**src/logic/smc_pkg.sv**
```systemverilog
// package for the sleep mode clock gating controller
// assumes a single system clock and a plain register port
package smc_pkg;
    localparam int unsigned ADDR_W = 8;
    localparam int unsigned DATA_W = 8;
    localparam logic [7:0] OFS_SLEEP_CONTROL = 8'h3a;
    localparam logic [7:0] OFS_PERIPH_GATE = 8'h35;
    localparam logic [7:0] OFS_STATUS = 8'h3b;
    localparam logic [7:0] RST_SLEEP_CONTROL = 8'h00;
    localparam logic [7:0] RST_PERIPH_GATE = 8'h00;
    localparam int unsigned ARM_BIT = 0;
    localparam int unsigned MODE_LSB = 1;
    localparam int unsigned MODE_MSB = 3;
    localparam int unsigned CONV_OFF_BIT = 1;
    localparam int unsigned TIMER_OFF_BIT = 0;
    localparam logic [2:0] MODE_IDLE = 3'h0;
    localparam logic [2:0] MODE_NOISE = 3'h1;
    localparam logic [2:0] MODE_PDOWN = 3'h2;
    localparam logic [2:0] MODE_STANDBY = 3'h4;
    // extra halt cycles after wake
    localparam logic [2:0] WAKE_HALT_CYCLES = 3'h4;
    // oscillator start-up after power-down, in main clock cycles
    localparam logic [3:0] OSC_START_CYCLES = 4'h6;

    typedef enum logic [3:0] {
        ST_RUN = 4'b0001,
        ST_SLEEP = 4'b0010,
        ST_START = 4'b0100,
        ST_HALT = 4'b1000
    } smc_state_e;

    // wake sources from the interrupt, watchdog and monitor logic
    typedef struct packed {
        logic ext_zero_level;
        logic ext_zero_edge;
        logic pin_change;
        logic conv_done;
        logic other_io;
        logic wdt_irq;
        logic monitor_irq;
    } smc_wake_s;

    // clock enables toward the clock tree
    typedef struct packed {
        logic core_clk_en;
        logic memory_clk_en;
        logic io_clk_en;
        logic converter_clk_en;
        logic osc_en;
        logic timer_clk_en;
        logic conv_periph_clk_en;
    } smc_clk_s;
endpackage

```
**src/logic/smc_sleep_ctrl.sv**
```systemverilog
// sleep mode clock gating controller: mode decode, clock enables, wake
// assumes the core pulses sleep_exec for the sleep instruction and that
// wake sources are synchronous, already gated by their interrupt enables
//
// Overview of operation
// - sleep needs arm bit then sleep instruction
// - mode field decodes idle, noise, down, standby
// - idle stops core and memory clocks only
// - idle wakes on any enabled interrupt
// - idle or noise mode starts conversion
// - noise mode keeps converter clock, limited wakes
// - power-down stops all clocks and oscillator
// - deep modes wake on watchdog, level, pin
// - standby keeps oscillator, no start-up delay
// - hold core four cycles after wake
// - register file and memory are preserved
// - reset during sleep restarts at vector
// - gated peripheral frozen, register access blocked
// - ungating peripheral resumes prior state
// - peripheral gating matters in active, idle; converter gating also in noise
// - comparator forced off in power-down
// - converter stays enabled; restart is extended
// - watchdog keeps running in all modes
// - input buffers off in noise, down, standby sleep, except wake pins
// - control register layout and zero reset
// - gate register bits stop converter, timer
// - reserved mode codes enter no mode
`timescale 1ns/1ps
module smc_sleep_ctrl (
    input wire logic clock,
    input wire logic sys_rst,
    input wire logic [smc_pkg::ADDR_W-1:0] reg_addr,
    input wire logic [smc_pkg::DATA_W-1:0] reg_wdata,
    input wire logic reg_wr,
    input wire logic reg_rd,
    output logic [smc_pkg::DATA_W-1:0] reg_rdata,
    input wire logic sleep_exec,
    input wire smc_pkg::smc_wake_s wake_src,
    input wire logic wdt_sys_reset,
    input wire logic converter_enabled,
    input wire logic comparator_off,
    input wire logic [3:0] wake_pin_mask,
    output smc_pkg::smc_clk_s clk_en,
    output logic core_halt,
    output logic sleeping,
    output logic conv_start,
    output logic comparator_force_off,
    output logic comparator_off_eff,
    output logic [3:0] digital_input_disable,
    output logic timer_access_ok,
    output logic conv_access_ok,
    output logic [2:0] active_mode
);
    logic [7:0] sleep_control_q;
    logic [7:0] periph_gate_q;
    logic [7:0] rdata_q;
    smc_pkg::smc_state_e state_q;
    logic [2:0] mode_q;
    logic [3:0] cnt_q;
    logic [3:0] cnt_d;
    smc_pkg::smc_state_e state_d;
    logic conv_start_q;
    smc_pkg::smc_clk_s clk_q;

    // field decode
    wire sleep_arm = sleep_control_q[smc_pkg::ARM_BIT];
    wire [2:0] sleep_mode_sel =
        sleep_control_q[smc_pkg::MODE_MSB:smc_pkg::MODE_LSB];
    wire converter_clock_off = periph_gate_q[smc_pkg::CONV_OFF_BIT];
    wire timer_clock_off = periph_gate_q[smc_pkg::TIMER_OFF_BIT];

    // reserved codes fail every compare and are held as no-op
    function automatic logic mode_legal(input logic [2:0] m);
        mode_legal = (m == smc_pkg::MODE_IDLE) ||
            (m == smc_pkg::MODE_NOISE) ||
            (m == smc_pkg::MODE_PDOWN) ||
            (m == smc_pkg::MODE_STANDBY);
    endfunction

    // wake qualification per mode
    function automatic logic wake_ok(input logic [2:0] m,
                                     input smc_pkg::smc_wake_s w);
        logic deep;
        deep = w.wdt_irq || w.ext_zero_level || w.pin_change;
        wake_ok = 1'b0;
        if (m == smc_pkg::MODE_IDLE) begin
            wake_ok = deep || w.ext_zero_edge || w.conv_done ||
                w.other_io || w.monitor_irq;
        end else if (m == smc_pkg::MODE_NOISE) begin
            wake_ok = deep || w.conv_done || w.monitor_irq;
        end else begin
            wake_ok = deep;
        end
    endfunction

    wire sleep_go = sleep_exec && sleep_arm &&
        mode_legal(sleep_mode_sel);
    wire in_sleep = (state_q == smc_pkg::ST_SLEEP);
    wire wake_hit = in_sleep && wake_ok(mode_q, wake_src);
    // power-down restarts the oscillator, standby does not
    wire need_osc = (mode_q == smc_pkg::MODE_PDOWN);
    wire reg_hit_ctrl = (reg_addr == smc_pkg::OFS_SLEEP_CONTROL);
    wire reg_hit_gate = (reg_addr == smc_pkg::OFS_PERIPH_GATE);
    wire reg_hit_stat = (reg_addr == smc_pkg::OFS_STATUS);
    wire [7:0] status_word = {1'b0, mode_q, state_q};

    // registers; a reset in any state clears them and returns to run
    always_ff @(posedge clock) begin
        if (sys_rst) begin
            sleep_control_q <= smc_pkg::RST_SLEEP_CONTROL;
            periph_gate_q <= smc_pkg::RST_PERIPH_GATE;
        end else if (reg_wr && reg_hit_ctrl) begin
            sleep_control_q <= {4'h0, reg_wdata[3:0]};
        end else if (reg_wr && reg_hit_gate) begin
            periph_gate_q <= {6'h00, reg_wdata[1:0]};
        end
    end

    // read port: data one cycle after strobe, unmapped reads zero
    always_ff @(posedge clock) begin
        if (sys_rst) begin
            rdata_q <= 8'h00;
        end else if (reg_rd) begin
            rdata_q <= reg_hit_ctrl ? sleep_control_q :
                reg_hit_gate ? periph_gate_q :
                reg_hit_stat ? status_word : 8'h00;
        end else begin
            rdata_q <= 8'h00;
        end
    end
    assign reg_rdata = rdata_q;

    // sleep sequencer next state
    always_comb begin
        state_d = state_q;
        cnt_d = cnt_q;
        unique case (state_q)
            smc_pkg::ST_RUN: begin
                if (sleep_go) begin
                    state_d = smc_pkg::ST_SLEEP;
                end
            end
            smc_pkg::ST_SLEEP: begin
                if (wake_hit && need_osc) begin
                    state_d = smc_pkg::ST_START;
                    cnt_d = smc_pkg::OSC_START_CYCLES - 4'h1;
                end else if (wake_hit) begin
                    state_d = smc_pkg::ST_HALT;
                    cnt_d = {1'b0, smc_pkg::WAKE_HALT_CYCLES} - 4'h1;
                end
            end
            smc_pkg::ST_START: begin
                if (cnt_q == 4'h0) begin
                    state_d = smc_pkg::ST_HALT;
                    cnt_d = {1'b0, smc_pkg::WAKE_HALT_CYCLES} - 4'h1;
                end else begin
                    cnt_d = cnt_q - 4'h1;
                end
            end
            smc_pkg::ST_HALT: begin
                if (cnt_q == 4'h0) begin
                    state_d = smc_pkg::ST_RUN;
                end else begin
                    cnt_d = cnt_q - 4'h1;
                end
            end
        endcase
    end

    // sequencer state; sys_rst covers reset-in-sleep
    always_ff @(posedge clock) begin
        if (sys_rst) begin
            state_q <= smc_pkg::ST_RUN;
            cnt_q <= 4'h0;
            mode_q <= smc_pkg::MODE_IDLE;
        end else begin
            state_q <= state_d;
            cnt_q <= cnt_d;
            if (sleep_go && state_q == smc_pkg::ST_RUN) begin
                mode_q <= sleep_mode_sel;
            end
        end
    end

    // one-cycle conversion start on entry to idle or noise mode
    always_ff @(posedge clock) begin
        if (sys_rst) begin
            conv_start_q <= 1'b0;
        end else begin
            conv_start_q <= sleep_go && state_q == smc_pkg::ST_RUN &&
                converter_enabled &&
                (sleep_mode_sel == smc_pkg::MODE_IDLE ||
                 sleep_mode_sel == smc_pkg::MODE_NOISE);
        end
    end
    assign conv_start = conv_start_q;

    // clock enables; clocks are gated, never reset, so state survives
    wire m_idle = in_sleep && mode_q == smc_pkg::MODE_IDLE;
    wire m_noise = in_sleep && mode_q == smc_pkg::MODE_NOISE;
    wire m_pdown = in_sleep && mode_q == smc_pkg::MODE_PDOWN;
    wire m_stby = in_sleep && mode_q == smc_pkg::MODE_STANDBY;
    wire run_clk = (state_q == smc_pkg::ST_RUN);
    wire io_run = run_clk || m_idle || state_q == smc_pkg::ST_HALT;
    wire conv_run = io_run || m_noise;
    // the oscillator must run while its start-up is being counted
    wire osc_run = !m_pdown;

    always_ff @(posedge clock) begin
        if (sys_rst) begin
            clk_q <= '1;
        end else begin
            clk_q.core_clk_en <= run_clk;
            clk_q.memory_clk_en <= run_clk;
            clk_q.io_clk_en <= io_run;
            clk_q.converter_clk_en <= conv_run;
            clk_q.osc_en <= osc_run;
            clk_q.timer_clk_en <= io_run && !timer_clock_off;
            clk_q.conv_periph_clk_en <=
                conv_run && !converter_clock_off;
        end
    end
    assign clk_en = clk_q;

    // peripheral register access is blocked while its clock is gated
    assign timer_access_ok = !timer_clock_off;
    assign conv_access_ok = !converter_clock_off;
    // comparator is forced off in power-down only
    assign comparator_force_off = m_pdown;
    assign comparator_off_eff = comparator_off || m_pdown;
    // wake pins keep their buffers; watchdog is not gated here
    assign digital_input_disable = (m_noise || m_pdown || m_stby) ?
        ~wake_pin_mask : 4'h0;
    assign core_halt = !run_clk;
    assign sleeping = in_sleep;
    assign active_mode = mode_q;
endmodule

```
**config.mk**
```make
export PLATFORM = sky130hd
export DESIGN_NAME = smc_sleep_ctrl
export DESIGN_NICKNAME = d
export VERILOG_FILES = /design/src/logic/smc_pkg.sv /design/src/logic/smc_sleep_ctrl.sv
export SDC_FILE = /design/constraint.sdc
export NUM_CORES = 1
export LEC_CHECK = 0
export BUFFER_PORTS_ARGS = -buffer_cell sky130_fd_sc_hd__buf_4
export CORE_MARGIN = 2
export CORE_UTILIZATION = 25
export CTS_CLUSTER_DIAMETER = 150
export DETAILED_ROUTE_END_ITERATION = 10
export GPL_TIMING_DRIVEN = 0
export SLEW_MARGIN = 5
export SYNTH_ARGS = -nofsm -noshare
export SYNTH_HDL_FRONTEND = slang
export SYNTH_SLANG_ARGS = --single-unit
```
**constraint.sdc**
```tcl
create_clock -name clock -period 2.4 [get_ports clock]
set_clock_uncertainty 0.05 [all_clocks]
set_input_delay 0.24 -clock clock [delete_from_list [all_inputs] [get_ports clock]]
set_output_delay 0.24 -clock clock [all_outputs]
set_load 0.05 [all_outputs]
```
==> metrics.txt <==
Routed Antenna Nets=0; hold-fix buffer count after cts=0; synth warn=0; top cell family by delay on the critical path=compound AO/OA/AOI/OAI gates; Final Max Tran Viols=0; most frequent cells after synthesis=31 x dfxtp_1, 28 x nor2_1, 14 x mux2i_1; largest net degree at the start of global routing=11; largest area contributor in the netlist=dfxtp_1; Final Setup Violations=0; CTS buffer count=5; final-report hold violation count=0; type of origin of the critical path=flop; Critical Path RT=2.56 ns; Post-Syn Area=1500 sq um; top cell type's share of synthesized area=0.414; Hold Path Class=in2reg; GRT Util Overall=0.113; hold path start=reg_wdata[2]; share of layout cells above drive strength 1=0.313; drt first-iter violations=78; via count of the first global-routing pass=1226; register area share after synthesis=0.414; diode count=0; pre-CTS setup slack=0.362 ns; top post-synthesis cells by area=dfxtp_1 41%, mux2i_1 9.3%, nor2_1 7.0%, nand2_1 2.8%, nor2b_1 2.5%; buffer and inverter count on the worst path=0; kind of end point of the critical path=flop; Power, Total=0.00135 W; min cycle time layout=2.04 ns; WL final=3.66 mm; cell area after layout=2130 sq um; Cell Chain, Critical Path=nor4b_4 -> o311ai_1 -> o211ai_2 -> mux2_1 -> nor2_1; count of cell types in the netlist=46; Synth Instances=169; Async SR Flop Fraction=0; Crit-path slowest cell=dfxtp_1; Die Width=81.4 um; clock slew at reported path FFs=0.07 ns; initial cell density of the core=0.256; Final WS setup=0.358 ns; GRT Residual Overflow=0; CP peak stage delay=0.48 ns; DR WL/cell=11.9 um; # rows=28; MaxCap Viol Count=0; fillers=622; area grow syn2layout=42.2%; initial antenna violation count=0; worst vdd ir=0.314 mV; Final nets=269; Max clock buf depth=2; DR vias=1372; static leakage=0.951 nW; Avg Vias per Cell=4.45; Final HPWL DP=2.92 mm; Area after DPL=2010 sq um; Main synth FF type=dfxtp_1; Pre-Repair DR Iteration Count=4; RSZ-0062 raised after global routing=false; Mean Syn Cell Area=8.87 sq um; hold_ws=0.147 ns; routability cong.=0.787; final non-filler cell total=308; Boundary Pins=64; post-cts gate resize count=0; die area=6630 sq um; die height=81.4 um; clock tree root driver cell=clkbuf_8; maximum fanout along the worst path=8; CTS sink count=31; dpl cells=300; Crit. Startpoint=state_q[1]$_SDFFE_PP0P_; Power Dens Cells=634 nW/um^2; Seq cells post-synth=31; Post-synth EDFFs=0; FF-to-FF Start=state_q[1]$_SDFFE_PP0P_; Worst-Skew Late Latency=0.28 ns; first-pass GRT wire length=5.72 mm; Tcrit/Tclk final=0.851; number of I/O port buffers=56; drc violations=0; cell with the most instances after synthesis=dfxtp_1; Post-Syn Nets=206; TritonCTS clock tree=yes; critical path arrival=2.21 ns; f_max=0.490 GHz; # Post-CTS Setup Buffers=0; H-tree lvl count=2; kind of critical path=reg2reg; status=complete, no violations; Core Box Area=5850 sq um
-- cell usage in the layout (no fill, tap or decap), types with 2 or more instances in the layout --
master,netlist,layout
mux2i_1,14,14
nor4_1,3,3
ha_1,2,2
o211ai_1,2,2
inv_1,6,6
dfxtp_1,31,31
xor2_1,3,3
o311a_1,3,3
nor3_1,6,6
a21oi_1,4,4
o21ai_0,6,6
nand4_1,2,2
buf_4,2,58
clkbuf_8,0,6
clkbuf_1,4,4
nand3_1,5,5
nand2_1,11,11
nand3b_1,2,2
nor2_1,28,28
and3_1,3,3
nor2b_1,6,6
-- kinds of logic (layout without fill, tap and decap cells) --
logic type / after synthesis / after routing / share of synthesized area
compound gates: 24 / 24 / 0.112
xor+xnor: 4 / 4 / 0.0234
fa+ha+maj: 3 / 3 / 0.0234
buf+inv: 15 / 79 / 0.0484
flops: 31 / 31 / 0.414
mux: 15 / 15 / 0.101
other cells: 1 / 1 / 0.00250
simple gates: 76 / 76 / 0.275
-- cell type report --
cell class	count	area, sq um	share of cell area
well taps	75	93.8	0.0440
multi-input cells	123	806	0.378
clock buffers	6	82.6	0.0388
inverters	7	26.3	0.0123
flip-flops and latches	31	621	0.291
plain buffers	8	46.3	0.0217
repair buffers	56	420	0.197
clock inverters	2	35.0	0.0164
-- routing by layer --
metal / global-route usage / share of wire / vias up
met2: 0.167 / 0.45 / 46
li1: - / - / 712
met3: 0.0385 / 0.080 / 2
met4: 0.0424 / 0.0033 / 0
met5: 0 / 0 / -
met1: 0.151 / 0.47 / 612
-- sequential cells by signal, indices dropped and copies added, names as in the netlist --
| name | flops |
|---|---|
| clk_en | 6 |
| active_mode | 3 |
| periph_gate_q | 2 |
| conv_start | 1 |
| reg_rdata | 7 |
| cnt_q | 4 |
| sleep_control_q | 4 |
| state_q | 4 |
-- worst reg2reg max path, delay by kind of cell, from the launching register on --
kind | cells | cell delay (ns)
AND/OR/NAND/NOR | 2 | 0.50
multiplexers | 1 | 0.36
AO/OA/AOI/OAI | 2 | 0.58
flip-flops | 1 | 0.48
-- per-stage QoR --
step	setup TNS, ns	util
after CTS	0	0.364
after detailed placement	0	0.344
after global placement	0	0.344
final	0	0.364
after floorplan	-0.322	-
after global routing	0	0.364
-- report_power, final --
group	internal, W	switching, W	total [W]
registers	0.000536	0.0000121	0.000548
logic	0.000104	0.000171	0.000276
clock network	0.000336	0.000191	0.000526
total	0.000976	0.000374	0.00135
-- path summary, 6_finish.rpt --
kind              slack (ns)  depth (start not counted)                               to
setup / recovery        0.36                          5            cnt_q[1]$_SDFFE_PP0P_
hold / removal          0.15                          3  sleep_control_q[2]$_SDFFE_PP0P_
setup reg to reg        0.36                          5            cnt_q[1]$_SDFFE_PP0P_
hold reg to reg         0.44                          1             clk_en[1]$_SDFF_PP1_
(Power assumes the default switching activity.)
